==> config.mk <==
export PLATFORM = sky130hd
export DESIGN_NAME = sdr_regs
export DESIGN_NICKNAME = d
export VERILOG_FILES = /design/src/core/sdr_pkg.sv /design/src/core/sdr_regs.sv
export SDC_FILE = /design/constraint.sdc
export NUM_CORES = 1
export LEC_CHECK = 0
export BUFFER_PORTS_ARGS = -buffer_cell sky130_fd_sc_hd__buf_2
export CAP_MARGIN = 10
export CORE_MARGIN = 5
export CORE_UTILIZATION = 25
export DETAILED_ROUTE_END_ITERATION = 7
export GPL_TIMING_DRIVEN = 0
export SETUP_SLACK_MARGIN = 0.4
export SLEW_MARGIN = 20
export SYNTH_ARGS = -nofsm -noshare
export SYNTH_HDL_FRONTEND = slang
export SYNTH_SLANG_ARGS = --single-unit
==> constraint.sdc <==
create_clock -name mclk -period 3.97 [get_ports mclk]
set_clock_uncertainty 0.1 [all_clocks]
set_input_delay 0.1985 -clock mclk [delete_from_list [all_inputs] [get_ports mclk]]
set_output_delay 0.1985 -clock mclk [all_outputs]
set_load 0.05 [all_outputs]
==> src/core/sdr_pkg.sv <==
/*
 register map, field positions, reset values and timing constants
 of the synthesizer configuration register slice.
 assumes a 32-bit AHB-Lite register bus, one register per word.
*/
package sdr_pkg;

    // register indices; byte address is four times the index
    localparam logic [4:0] IDX_STATUS    = 5'h00;
    localparam logic [4:0] IDX_MODE_TWO  = 5'h01;
    localparam logic [4:0] IDX_PLL_CFG   = 5'h02;
    localparam logic [4:0] IDX_SYNC_CAL  = 5'h03;
    localparam logic [4:0] IDX_RAMP_LOW  = 5'h04;
    localparam logic [4:0] IDX_RAMP_HIGH = 5'h05;
    localparam logic [4:0] IDX_RAMP_RISE = 5'h06;
    localparam logic [4:0] IDX_IRQ_STAT  = 5'h1C;
    localparam logic [4:0] IDX_IRQ_MASK  = 5'h1D;

    // status register
    localparam int LOCK_BIT     = 24;
    // mode_control_two
    localparam int RAMP_EN_BIT  = 19;
    // pll_loop_config fields
    localparam int FB_DIV_LSB   = 8;
    localparam int FB_DIV_MSB   = 15;
    localparam int PUMP_MAN_BIT = 6;
    localparam int PUMP_LSB     = 3;
    localparam int PUMP_MSB     = 5;
    localparam int LOCK_EN_BIT  = 2;
    localparam int LDW_LSB      = 0;
    localparam int LDW_MSB      = 1;
    localparam logic [31:0] PLL_CFG_MASK = 32'h0000FF7F;
    localparam logic [7:0]  FB_DIV_RST   = 8'h19;
    localparam logic [7:0]  FB_DIV_MIN   = 8'h0A;
    // sync_and_dac_cal_control fields
    localparam int AUX_PD_BIT   = 26;
    localparam int CALCLK_PD_BIT = 25;
    localparam int CAL_EN_BIT   = 24;
    localparam logic [31:0] SYNC_CAL_MASK = 32'h07FFFFFF;
    localparam logic [23:0] SYNC_CAL_LOW_RST = 24'h000000;

    // lock window lengths in reference-clock cycles
    localparam logic [10:0] LDW_128  = 11'h080;
    localparam logic [10:0] LDW_256  = 11'h100;
    localparam logic [10:0] LDW_512  = 11'h200;
    localparam logic [10:0] LDW_1024 = 11'h400;

    // interrupt status bits
    localparam int IRQ_LOCK_GAIN = 0;
    localparam int IRQ_LOCK_LOSS = 1;
    localparam int IRQ_CAL_DONE  = 2;
    localparam int IRQ_W         = 3;

    // dac calibration length
    localparam int CAL_TIME_NS   = 1600;
    localparam int CLK_PERIOD_NS = 25;
    localparam int CAL_CYCLES    = CAL_TIME_NS / CLK_PERIOD_NS;

    // ahb-lite
    localparam logic [1:0] HTRANS_NONSEQ = 2'h2;
    localparam logic [2:0] HSIZE_WORD    = 3'h2;

endpackage

==> src/core/sdr_regs.sv <==
/*
 configuration register slice: pll loop config, sync/dac calibration
 control, ramp limits and rising step, lock detector, calibration
 sequencer and interrupt logic, reached over AHB-Lite.
 assumes mclk at 40 MHz, synchronous active-high rst, ref_tick one
 mclk pulse per reference cycle, all inputs synchronous to mclk.
*/
// Chosen here: register access over AHB-Lite.
// Function
// - bits 15:8 hold divider N; total pll multiplication is 2N, N 10..255
// - divider field resets to 25, giving total multiplication of 50
// - bit 6 zero: calibration picks pump current; one: bits 5:3 used
// - bit 2 of pll config enables lock detection
// - lock window field selects 128, 256, 512 or 1024 in-bound cycles
// - lock reported as status bit 24 of register 0x00
// - bit 26 of 0x03 zero enables sync output, one disables it
// - calibration clock runs only when bits 25 and 26 are both zero
// - writing one to bit 24 of 0x03 starts dac calibration
// - register 0x04 holds 32-bit ramp lower limit
// - register 0x05 holds 32-bit ramp upper limit
// - register 0x06 holds 32-bit rising ramp step size
// - ramp registers take effect only while 0x01 bit 19 is one
`timescale 1ns/1ps
`default_nettype none
module sdr_regs
    import sdr_pkg::*;
#(
    parameter int CAL_LEN = sdr_pkg::CAL_CYCLES
)(
    // clock and reset
    input  wire logic        mclk,
    input  wire logic        rst,
    // ahb-lite slave
    input  wire logic        hsel,
    input  wire logic [31:0] haddr,
    input  wire logic [1:0]  htrans,
    input  wire logic        hwrite,
    input  wire logic [2:0]  hsize,
    input  wire logic [31:0] hwdata,
    input  wire logic        hready,
    output logic             hreadyout,
    output logic [31:0]      hrdata,
    output logic             hresp,
    // phase detector
    input  wire logic        ref_tick,
    input  wire logic        phase_detector_in_window,
    // pll controls
    output logic [7:0]       fb_div_n,
    output logic [8:0]       pll_mult,
    output logic             pump_current_manual_select,
    output logic [2:0]       pump_current_setting,
    output logic             pll_locked,
    // sync output and dac calibration
    output logic             sync_out_en,
    output logic             dac_cal_clk_en,
    output logic             dac_cal_busy,
    // ramp generator
    output logic             ramp_en,
    output logic [31:0]      ramp_low_eff,
    output logic [31:0]      ramp_high_eff,
    output logic [31:0]      ramp_rise_eff,
    // interrupt
    output logic             irq
);
    import sdr_pkg::*;

    typedef enum logic [1:0] {SDR_IDLE, SDR_RUN, SDR_DONE} sdr_cal_t;

    ////////////////////////////////////////////////////////////////////////
    // registers

    logic [31:0]      mode_two_r;
    logic [31:0]      pll_cfg_r;
    logic [31:0]      sync_cal_r;
    logic [31:0]      ramp_low_bound_r;
    logic [31:0]      ramp_high_bound_r;
    logic [31:0]      ramp_rise_increment_r;
    logic [IRQ_W-1:0] irq_stat_r;
    logic [IRQ_W-1:0] irq_mask_r;
    logic [31:0]      hrdata_r;
    logic             wr_pend_r;
    logic [4:0]       wr_idx_r;
    logic [10:0]      lock_cnt_r;
    logic             lock_r;
    sdr_cal_t         cal_st_r;
    sdr_cal_t         cal_st_nxt;
    logic [15:0]      cal_cnt_r;
    logic [31:0]      ramp_low_r;
    logic [31:0]      ramp_high_r;
    logic [31:0]      ramp_rise_r;

    ////////////////////////////////////////////////////////////////////////
    // bus decode

    function automatic logic is_word_addr(input logic [31:0] a);
        is_word_addr = (a[1:0] == 2'h0) && (a[31:7] == 25'h0);
    endfunction

    wire        addr_ok  = hsel && hready && (htrans == HTRANS_NONSEQ)
                           && (hsize == HSIZE_WORD) && is_word_addr(haddr);
    wire        wr_start = addr_ok && hwrite;
    wire        rd_start = addr_ok && !hwrite;
    wire [4:0]  a_idx    = haddr[6:2];

    wire        wr_pll   = wr_pend_r && (wr_idx_r == IDX_PLL_CFG);
    wire        wr_sync  = wr_pend_r && (wr_idx_r == IDX_SYNC_CAL);
    wire        wr_mode  = wr_pend_r && (wr_idx_r == IDX_MODE_TWO);
    wire        wr_low   = wr_pend_r && (wr_idx_r == IDX_RAMP_LOW);
    wire        wr_high  = wr_pend_r && (wr_idx_r == IDX_RAMP_HIGH);
    wire        wr_rise  = wr_pend_r && (wr_idx_r == IDX_RAMP_RISE);
    wire        wr_istat = wr_pend_r && (wr_idx_r == IDX_IRQ_STAT);
    wire        wr_imask = wr_pend_r && (wr_idx_r == IDX_IRQ_MASK);

    ////////////////////////////////////////////////////////////////////////
    // write values

    wire [7:0]  wr_n      = hwdata[FB_DIV_MSB:FB_DIV_LSB];
    wire        wr_n_ok   = (wr_n >= FB_DIV_MIN);
    wire [7:0]  n_keep    = wr_n_ok ? wr_n
                                    : pll_cfg_r[FB_DIV_MSB:FB_DIV_LSB];
    wire [31:0] pll_wval  = {16'h0000, n_keep, hwdata[7:0]}
                            & PLL_CFG_MASK;
    wire [31:0] sync_wval = hwdata & SYNC_CAL_MASK
                            & ~(32'h1 << CAL_EN_BIT);
    wire [31:0] mode_wval = hwdata & (32'h1 << RAMP_EN_BIT);

    wire        cal_start = wr_sync && hwdata[CAL_EN_BIT];
    wire        cal_clk   = !sync_cal_r[CALCLK_PD_BIT]
                            && !sync_cal_r[AUX_PD_BIT];

    ////////////////////////////////////////////////////////////////////////
    // read mux

    wire [31:0] status_val = {7'h00, lock_r, 24'h000000};
    wire [31:0] sync_rval  = {sync_cal_r[31:25], (cal_st_r == SDR_RUN),
                              sync_cal_r[23:0]};
    logic [31:0] rd_val;

    always_comb
    begin
        case (a_idx)
            IDX_STATUS:    rd_val = status_val;
            IDX_MODE_TWO:  rd_val = mode_two_r;
            IDX_PLL_CFG:   rd_val = pll_cfg_r;
            IDX_SYNC_CAL:  rd_val = sync_rval;
            IDX_RAMP_LOW:  rd_val = ramp_low_bound_r;
            IDX_RAMP_HIGH: rd_val = ramp_high_bound_r;
            IDX_RAMP_RISE: rd_val = ramp_rise_increment_r;
            IDX_IRQ_STAT:  rd_val = {29'h0, irq_stat_r};
            IDX_IRQ_MASK:  rd_val = {29'h0, irq_mask_r};
            default:       rd_val = 32'h00000000;
        endcase
    end

    ////////////////////////////////////////////////////////////////////////
    // bus phase tracking

    always_ff @(posedge mclk)
    begin
        if (rst)
        begin
            wr_pend_r <= 1'b0;
            wr_idx_r  <= 5'h00;
            hrdata_r  <= 32'h00000000;
        end
        else
        begin
            wr_pend_r <= wr_start;
            wr_idx_r  <= a_idx;
            if (rd_start)
                hrdata_r <= rd_val;
        end
    end

    assign hreadyout = 1'b1;
    assign hresp     = 1'b0;
    assign hrdata    = hrdata_r;

    ////////////////////////////////////////////////////////////////////////
    // configuration registers

    always_ff @(posedge mclk)
    begin
        if (rst)
        begin
            pll_cfg_r  <= {16'h0000, FB_DIV_RST, 8'h00};
            sync_cal_r <= {8'h00, SYNC_CAL_LOW_RST};
            mode_two_r <= 32'h00000000;
        end
        else
        begin
            if (wr_pll)
                pll_cfg_r <= pll_wval;
            if (wr_sync)
                sync_cal_r <= sync_wval;
            if (wr_mode)
                mode_two_r <= mode_wval;
        end
    end

    always_ff @(posedge mclk)
    begin
        if (rst)
        begin
            ramp_low_bound_r      <= 32'h00000000;
            ramp_high_bound_r     <= 32'h00000000;
            ramp_rise_increment_r <= 32'h00000000;
        end
        else
        begin
            if (wr_low)
                ramp_low_bound_r <= hwdata;
            if (wr_high)
                ramp_high_bound_r <= hwdata;
            if (wr_rise)
                ramp_rise_increment_r <= hwdata;
        end
    end

    ////////////////////////////////////////////////////////////////////////
    // lock detector

    wire [1:0]  ldw_sel  = pll_cfg_r[LDW_MSB:LDW_LSB];
    wire        lock_en  = pll_cfg_r[LOCK_EN_BIT];
    wire [10:0] ldw_len  = (ldw_sel == 2'h0) ? LDW_128 :
                           (ldw_sel == 2'h1) ? LDW_256 :
                           (ldw_sel == 2'h2) ? LDW_512 : LDW_1024;
    wire        lock_hit = ref_tick && phase_detector_in_window
                           && (lock_cnt_r + 11'h001 >= ldw_len);
    wire        lock_drop = ref_tick && !phase_detector_in_window;
    wire        lock_gain_ev = lock_en && lock_hit && !lock_r;
    wire        lock_loss_ev = lock_r && (!lock_en || lock_drop);

    always_ff @(posedge mclk)
    begin
        if (rst || !lock_en)
        begin
            lock_cnt_r <= 11'h000;
            lock_r     <= 1'b0;
        end
        else if (lock_drop)
        begin
            lock_cnt_r <= 11'h000;
            lock_r     <= 1'b0;
        end
        else if (lock_hit)
        begin
            lock_cnt_r <= ldw_len;
            lock_r     <= 1'b1;
        end
        else if (ref_tick && phase_detector_in_window)
            lock_cnt_r <= lock_cnt_r + 11'h001;
    end

    ////////////////////////////////////////////////////////////////////////
    // dac calibration sequencer

    wire [15:0] cal_last = 16'(CAL_LEN - 1);

    always_comb
    begin
        case (cal_st_r)
            SDR_IDLE: cal_st_nxt = cal_start ? SDR_RUN : SDR_IDLE;
            SDR_RUN:  cal_st_nxt = (cal_clk && cal_cnt_r == cal_last)
                                   ? SDR_DONE : SDR_RUN;
            SDR_DONE: cal_st_nxt = SDR_IDLE;
            default:  cal_st_nxt = SDR_IDLE;
        endcase
    end

    always_ff @(posedge mclk)
    begin
        if (rst)
        begin
            cal_st_r  <= SDR_IDLE;
            cal_cnt_r <= 16'h0000;
        end
        else
        begin
            cal_st_r <= cal_st_nxt;
            if (cal_st_r != SDR_RUN)
                cal_cnt_r <= 16'h0000;
            else if (cal_clk)
                cal_cnt_r <= cal_cnt_r + 16'h0001;
        end
    end

    ////////////////////////////////////////////////////////////////////////
    // ramp parameters

    always_ff @(posedge mclk)
    begin
        if (rst || !mode_two_r[RAMP_EN_BIT])
        begin
            ramp_low_r  <= 32'h00000000;
            ramp_high_r <= 32'h00000000;
            ramp_rise_r <= 32'h00000000;
        end
        else
        begin
            ramp_low_r  <= ramp_low_bound_r;
            ramp_high_r <= ramp_high_bound_r;
            ramp_rise_r <= ramp_rise_increment_r;
        end
    end

    ////////////////////////////////////////////////////////////////////////
    // interrupts

    wire [IRQ_W-1:0] irq_ev  = {(cal_st_r == SDR_DONE), lock_loss_ev,
                                lock_gain_ev};
    wire [IRQ_W-1:0] irq_clr = wr_istat ? hwdata[IRQ_W-1:0]
                                        : {IRQ_W{1'b0}};

    always_ff @(posedge mclk)
    begin
        if (rst)
        begin
            irq_stat_r <= {IRQ_W{1'b0}};
            irq_mask_r <= {IRQ_W{1'b0}};
        end
        else
        begin
            irq_stat_r <= (irq_stat_r & ~irq_clr) | irq_ev;
            if (wr_imask)
                irq_mask_r <= hwdata[IRQ_W-1:0];
        end
    end

    assign irq = |(irq_stat_r & irq_mask_r);

    ////////////////////////////////////////////////////////////////////////
    // outputs

    assign fb_div_n                   = pll_cfg_r[FB_DIV_MSB:FB_DIV_LSB];
    assign pll_mult                   = {fb_div_n, 1'b0};
    assign pump_current_manual_select = pll_cfg_r[PUMP_MAN_BIT];
    assign pump_current_setting       = pll_cfg_r[PUMP_MSB:PUMP_LSB];
    assign pll_locked                 = lock_r;
    assign sync_out_en                = !sync_cal_r[AUX_PD_BIT];
    assign dac_cal_clk_en             = cal_clk;
    assign dac_cal_busy               = (cal_st_r == SDR_RUN);
    assign ramp_en                    = mode_two_r[RAMP_EN_BIT];
    assign ramp_low_eff               = ramp_low_r;
    assign ramp_high_eff              = ramp_high_r;
    assign ramp_rise_eff              = ramp_rise_r;

endmodule
`default_nettype wire

==> results.cfg, run 1 <==
[pwr]
finalPower_w = 0.00640
power_frac_comb_pct = 3.1
powerDensity_mw_per_mm2 = 429
p_int_w = 0.00497
p_seq_share_pct = 48.3
p_sw_share_pct = 22.4
p_leak_nw = 5.77
switching_power_w = 0.00143
clockPowerShare_pct = 48.6
ir_drop_uv = 214

[yosys]
synth_simple_gate_area_share_pct = 22.9
synth.top_cell.area_share_pct = 53.4
ys_seq_area_share_pct = 53.4
syn_avg_cell_area_sq_um = 8.71
synth-compound-area-share_pct = 14.3
synthTopCellsByArea = dfxtp_1 (53%), nand2_1 (8.8%), a21oi_1 (8.4%), and2_1 (5.3%), nor2_1 (3.1%)
ys_async_sr_fraction_pct = 0
netlist_instances = 1326
synth_flop_cell = dfxtp_1
synth_area_sq_mm = 0.0115
synthAdderAreaFrac_pct = 0.759
synth_xor_area_share_pct = 1.44
ys_ff_latch = 308
ys_warn_count = 0
synth.distinct_cells = 51
synth_top_area_cell = dfxtp_1
synth_top_family_by_area = simple AND/OR/NAND/NOR gates
synth-edff-count = 0
synthMuxAreaShare_pct = 2.08

[clock_tree]
cts_sinks = 308
clk_transition_reported_paths_ns = 0.06
htree_levels = 2
cts-buffers-inserted = 34
clockBufferDepth = 3
clock_tree.root_cell = clkbuf_16
clk_latency_ns = 0.53
cts_tree = built
cts_setup_buffers = 0

[setup_path]
cp-start-kind = flip-flop
critPathMaxStageDelay_ns = 0.42
crit_path_end_kind = flip-flop
timing.critical_path.cells = ha_1 -> nand3_1 -> nor3_1 -> xor2_1 -> ha_1 -> a21oi_1 -> o21a_1 -> o21ai_2 -> or3_1 -> a21oi_1
slowest_stage = dfxtp_1
critPathKind = reg -> reg
crit_arrival_ns = 3.34
worst-path-max-fanout = 10
critical_path_required_ns = 4.33

[timing]
slew_viol_final = 0
fin_tns_setup_ns = 0
final.min_clock_period_ns = 2.98
clock.fmax_ghz = 0.336
grt_setup_unrepaired = false
finalSetupViolCount = 0
final.period_utilization_pct = 75.0
max_slew_margin_pct = 40.6
tightestPinTransition_ns = 0.891
hold_viol_final = 0

[drt]
wl_um = 42200
routedWlPerCell_um = 18.7
drc = 0
firstDrtPassIters = 6
antenna_left = 0
avgViaCountPerCell = 4.74
drt_iter0_markers = 792
vias = 10690

[die]
die_area_sq_mm = 0.0506
io_pins = 233
die_height_um = 225
rows = 78
coreArea_sq_mm = 0.0456
initial_core_util_pct = 25.3
die_w_um = 225

[grt]
grt_antenna_before_repair = 12
gr-usage-all-layers_pct = 16.0
grt_pass1_wl_um = 62400
grt_max_degree = 15
first_global_vias = 10428
overflow = 0

[finish]
num-fill-cells = 4741
syn2layout_area_growth_pct = 29.4
layout_commonest_cell = dfxtp_1
finalNonFillerCells = 2256
layout_common_cells = dfxtp_1 (308), nand2_1 (272), buf_2 (241)
drive_above_1_share_pct = 20.1
nets = 1712

[flow_run]
drv_cap = 0

[hold_path]
hp-class = in -> reg

[place]
port_buffers = 227
dp_hpwl_um = 31300
gp_congestion = 0.842
dpl.cell_count = 2155

[status]
status = completed
Yosys cell counts (2+ instances only):
master	number
dfxtp_1	308
nand2_1	272
a21oi_1	194
and2_1	98
nor2_1	96
clkbuf_1	71
a22oi_1	40
buf_4	24
mux2i_1	24
a222oi_1	18
nand3_1	15
nor4_1	15
buf_2	14
xor2_1	14
nor2b_1	11
o21ai_0	9
nand4_1	8
nor3_1	8
ha_1	7
inv_1	7
a31oi_1	6
nand2b_1	6
nor3b_1	6
and3_1	5
xnor2_1	5
nand4b_1	4
or3_1	4
a211o_1	3
a2bb2oi_1	3
buf_6	3
nand3b_1	3
and4_1	2
conb_1	2
o2111ai_1	2
or2_2	2
or4_1	2
layer usage:
layer  wire, um  track usage [%]  vias to the layer above
li1           -                -                     5081
met1      17000             19.9                     5052
met2      19800             26.5                      453
met3       4020             4.82                       90
met4       1330             5.15                       14
met5         70                0                        -
power by group through the flow:
stage	logic [W]	registers, W	clock network (W)
4_1_cts	0.000196	0.00309	0.00319
3_5_place_dp	0.000161	0.00316	0
2_1_floorplan	0.0000621	0.00316	0
6_report	0.000197	0.00309	0.00311
3_3_place_gp	0.000159	0.00316	0
5_1_grt	0.000210	0.00309	0.00331
sequential cells by signal, indices dropped and copies added, names as in the netlist, 5 cells and up:
signal                 count
lock_cnt_r                11
ramp_low_bound_r          32
wr_idx_r                   5
ramp_low_eff              32
cal_cnt_r                 16
ramp_rise_increment_r     32
ramp_rise_eff             32
sync_cal_r                26
hrdata                    32
ramp_high_eff             32
pll_cfg_r                 15
ramp_high_bound_r         32
path summary, 6_finish.rpt:
path	startpoint	end	slack, ns	cells past startpoint
max	lock_cnt_r[0]	lock_cnt_r[0]	0.99	10
min	phase_detector_in_window	irq_stat_r[1]	0.08	4
max reg2reg	lock_cnt_r[0]	lock_cnt_r[0]	0.99	10
min reg2reg	sync_cal_r[18]	sync_cal_r[18]	0.36	2
cells by family (layout without fill, tap and decap cells):
group / count (synthesis) / after routing
AND/OR/NAND/NOR: 565 / 565
flip-flops: 308 / 308
AO/OA/AOI/OAI: 281 / 281
adder cells (fa/ha/maj): 7 / 7
multiplexers: 24 / 24
buffers and inverters: 120 / 445
other: 2 / 7
XOR/XNOR: 19 / 19
metrics by stage:
step | cell area (sq um) | worst slack [ns] | hold slack (ns) | util, %
after floorplan | 11500 | 1.44 | 0.216 | -
after global placement | 13400 | 1.09 | 0.341 | 29.5
after detailed placement | 13400 | 1.01 | 0.346 | 29.5
after CTS | 14900 | 1.00 | 0.0481 | 32.7
after global routing | 14900 | 0.699 | 0.108 | 32.8
final | 14900 | 0.992 | 0.0796 | 32.8
critical path: cells and delay by family, from the launching register on:
kind                     cells  cell delay (ns)
flip-flops                   1             0.42
AND/OR/NAND/NOR              3             0.86
AO/OA/AOI/OAI                4             0.77
adder cells (fa/ha/maj)      2             0.53
XOR/XNOR                     1             0.22
timing repair:
action	in CTS	in global routing
endpoints found under the hold margin	150	0
gates resized for setup	0	0
hold buffers	38	0
area by class of cell:
| class | instances | area (sq um) | area share [%] |
|---|---|---|---|
| Tap cell | 600 | 751 | 5.03 |
| Sequential cell | 308 | 6170 | 41.3 |
| Multi-Input combinational cell | 899 | 4810 | 32.2 |
| Buffer | 113 | 554 | 3.71 |
| Timing Repair Buffer | 266 | 1520 | 10.2 |
| Clock inverter | 10 | 68.8 | 0.461 |
| Inverter | 7 | 26.3 | 0.176 |
| Antenna cell | 4 | 10.0 | 0.0670 |
| Clock buffer | 49 | 1030 | 6.89 |
No activity file was read; power rests on OpenSTA's default activity.
==> run 2: changes to the inputs <==
ABC_AREA = 1   (was not set)
clock period = 2.74 ns   (was 3.97 ns; I/O delays follow)
==> results.cfg, run 2 <==
[drt]
met1Wirelength_um = 18500
wl_um = 43200
vias = 11403
firstDrtPassIters = 5
dr.max_layer_used = met5
drc = 0
antenna_left = 0
avgViaCountPerCell = 4.60
routedWlPerCell_um = 17.4
dr_wl_met2_um = 19900
drt_iter0_markers = 962
wl_met3_um = 3770

[place]
port_buffers = 227
gp_congestion = 0.874
dp_hpwl_um = 32500

[setup_path]
cp-start-kind = flip-flop
worst-path-max-fanout = 5
startpoint = lock_cnt_r[5]
cp.depth = 19
crit_path_end_kind = flip-flop
rr_startpoint = lock_cnt_r[5]
r2r_cells = 19
endpoint = lock_cnt_r[7]
critPathMaxStageDelay_ns = 0.37
r2r_slack_ns = 0.33
timing.critical_path.cells = inv_2 -> nor3_4 -> buf_4 -> nand3b_1 -> nand2_2 -> inv_1 -> ha_4 -> nand2_1 -> inv_1 -> nand2_1 -> nor2_1 -> nand2_1 -> nor2_2 -> nand2_2 -> buf_4 -> nand4_1 -> nand3_2 -> nand2_2 -> inv_1
cpLargestDelayFamily = simple AND/OR/NAND/NOR gates
slowest_stage = dfxtp_4
critPathBufInv = 6
critical_path_required_ns = 3.06
crit_arrival_ns = 2.73
critPathKind = reg -> reg
r2r-end = lock_cnt_r[7]

[yosys]
synth.top_cell.area_share_pct = 52.3
syn_avg_cell_area_sq_um = 7.74
ys_ff_latch = 308
synthTopCellsByCount = dfxtp_1 (308), nor2_1 (209), inv_1 (196)
synth-edff-count = 0
synth_top_area_cell = dfxtp_1
synth_area_sq_mm = 0.0118
ys_async_sr_fraction_pct = 0
ys_warn_count = 0
synthTopCellsByArea = dfxtp_1 (52%), a21oi_1 (7.8%), nor2_1 (6.7%), o21ai_0 (6.5%), inv_1 (6.2%)
yosysMostFrequentCell = dfxtp_1
synth_flop_cell = dfxtp_1
ys_seq_area_share_pct = 52.3
synth.distinct_cells = 43
netlist_instances = 1522

[flow_run]
drv_cap = 0

[grt]
gr-usage-all-layers_pct = 16.0
grt_antenna_before_repair = 11
grt_max_degree = 16
first_global_vias = 10864
grt_pass1_wl_um = 63700
overflow = 0

[finish]
syn2layout_area_growth_pct = 33.3
nets = 1925
num-fill-cells = 4875
drive_above_1_share_pct = 21.7
layout_common_cells = dfxtp_1 (301), buf_2 (242), nor2_1 (205)
layout_commonest_cell = dfxtp_1

[timing]
max_slew_margin_pct = 40.5
hold_viol_final = 0
final.period_utilization_pct = 88.0
final.min_clock_period_ns = 2.41
grt_setup_unrepaired = true
finalSetupViolCount = 0
fin_tns_setup_ns = 0
clock.fmax_ghz = 0.415
slew_viol_final = 0
tightestPinTransition_ns = 0.893

[pwr]
ir_drop_uv = 445
finalPower_w = 0.00996
p_leak_nw = 6.26
powerDensity_mw_per_mm2 = 634

[clock_tree]
cts_sinks = 308
clk_transition_reported_paths_ns = 0.06
htree_levels = 2
cts_tree = built
cts-buffers-inserted = 36
clk_latency_ns = 0.54
clockBufferDepth = 3
clock_tree.root_cell = clkbuf_16

[status]
status = completed

[die]
die_height_um = 227
initial_core_util_pct = 25.3
die_area_sq_mm = 0.0516
die_w_um = 227
rows = 79
io_pins = 233
coreArea_sq_mm = 0.0466

[hold_path]
hp-class = in -> reg
==> run 2: cell types whose count changed in the layout (fill, tap and decap cells not counted), moves of 24 or more <==
cell | previous run | this run
and2_1 | 98 | 1
nand3_1 | 15 | 56
o22ai_1 | 1 | 31
a22oi_1 | 40 | 0
mux2i_1 | 24 | 0
inv_1 | 7 | 193
nand2_1 | 272 | 174
nor2_1 | 96 | 205
o21ai_0 | 9 | 153
==> run 2: how the worst min path moves through the flow <==
stage / slack (ns) / to / cells past startpoint / startpoint
2_1_floorplan: 0.14 / wr_idx_r[0] / 2 / haddr[2]
3_3_place_gp: 0.31 / wr_pend_r / 3 / hwrite
3_5_place_dp: 0.32 / wr_pend_r / 3 / hwrite
4_1_cts: 0.1 / hrdata[31] / 6 / haddr[28]
5_1_grt: 0.17 / hrdata[31] / 6 / haddr[23]
6_report: 0.11 / hrdata[31] / 6 / haddr[28]
==> run 2: stage by stage <==
stage          cells  hold WS, ns  utilization (%)  cell area [sq um]  setup slack [ns]
3_5_place_dp    2357        0.317             29.4              13700            0.0706
5_1_grt         2478        0.174             33.7              15700             0.146
6_report        2481        0.110             33.7              15700             0.329
3_3_place_gp    2357        0.311             29.4              13700             0.103
2_1_floorplan   1523        0.144                -              11800             0.463
4_1_cts         2473       0.0998             33.4              15500             0.338
==> run 2: worst min-delay path: stages <==
cell and delay (ns):
buf_2 0.07, nor4_1 0.03, nand2_1 0.15, nor3_2 0.14, nand3_1 0.10, a21oi_1 0.06
==> run 2: power breakdown <==
| part | internal (W) | switching [W] |
|---|---|---|
| Sequential | 0.00448 | 0.00000270 |
| Combinational | 0.000124 | 0.000229 |
| Clock | 0.00318 | 0.00195 |
==> run 2: cell type report <==
| cell class | count | area [sq um] | area share [%] |
|---|---|---|---|
| Antenna cell | 4 | 10.0 | 0.0637 |
| Multi-Input combinational cell | 913 | 4560 | 29.0 |
| Inverter | 202 | 758 | 4.83 |
| Clock buffer | 46 | 1000 | 6.37 |
| Tap cell | 607 | 759 | 4.84 |
| Timing Repair Buffer | 281 | 1650 | 10.5 |
| Clock inverter | 20 | 278 | 1.77 |
| Sequential cell | 308 | 6190 | 39.4 |
| Buffer | 100 | 503 | 3.20 |
==> run 2: kinds of logic after synthesis <==
| logic type | share of synthesized area (%) |
|---|---|
| AO/OA/AOI/OAI | 17.5 |
| XOR/XNOR | 0.297 |
| adder cells (fa/ha/maj) | 0.743 |
| buffers and inverters | 10.7 |
| flip-flops | 52.3 |
| other | 0.0638 |
| AND/OR/NAND/NOR | 18.3 |
==> run 2: timing repair <==
action | CTS | global route
endpoints found under the hold margin | 162 | 0
hold buffers | 43 | 0
gates resized for setup | 27 | 32
pin swaps | 11 | 14
buffers inserted | 7 | 4
endpoints found under the setup margin | 13 | 13
==> run 2: layer usage <==
layer,vias up,global-route usage [%]
met5,-,0
met1,5306,21.0
met4,8,4.34
met2,445,26.1
met3,72,4.38
li1,5572,-
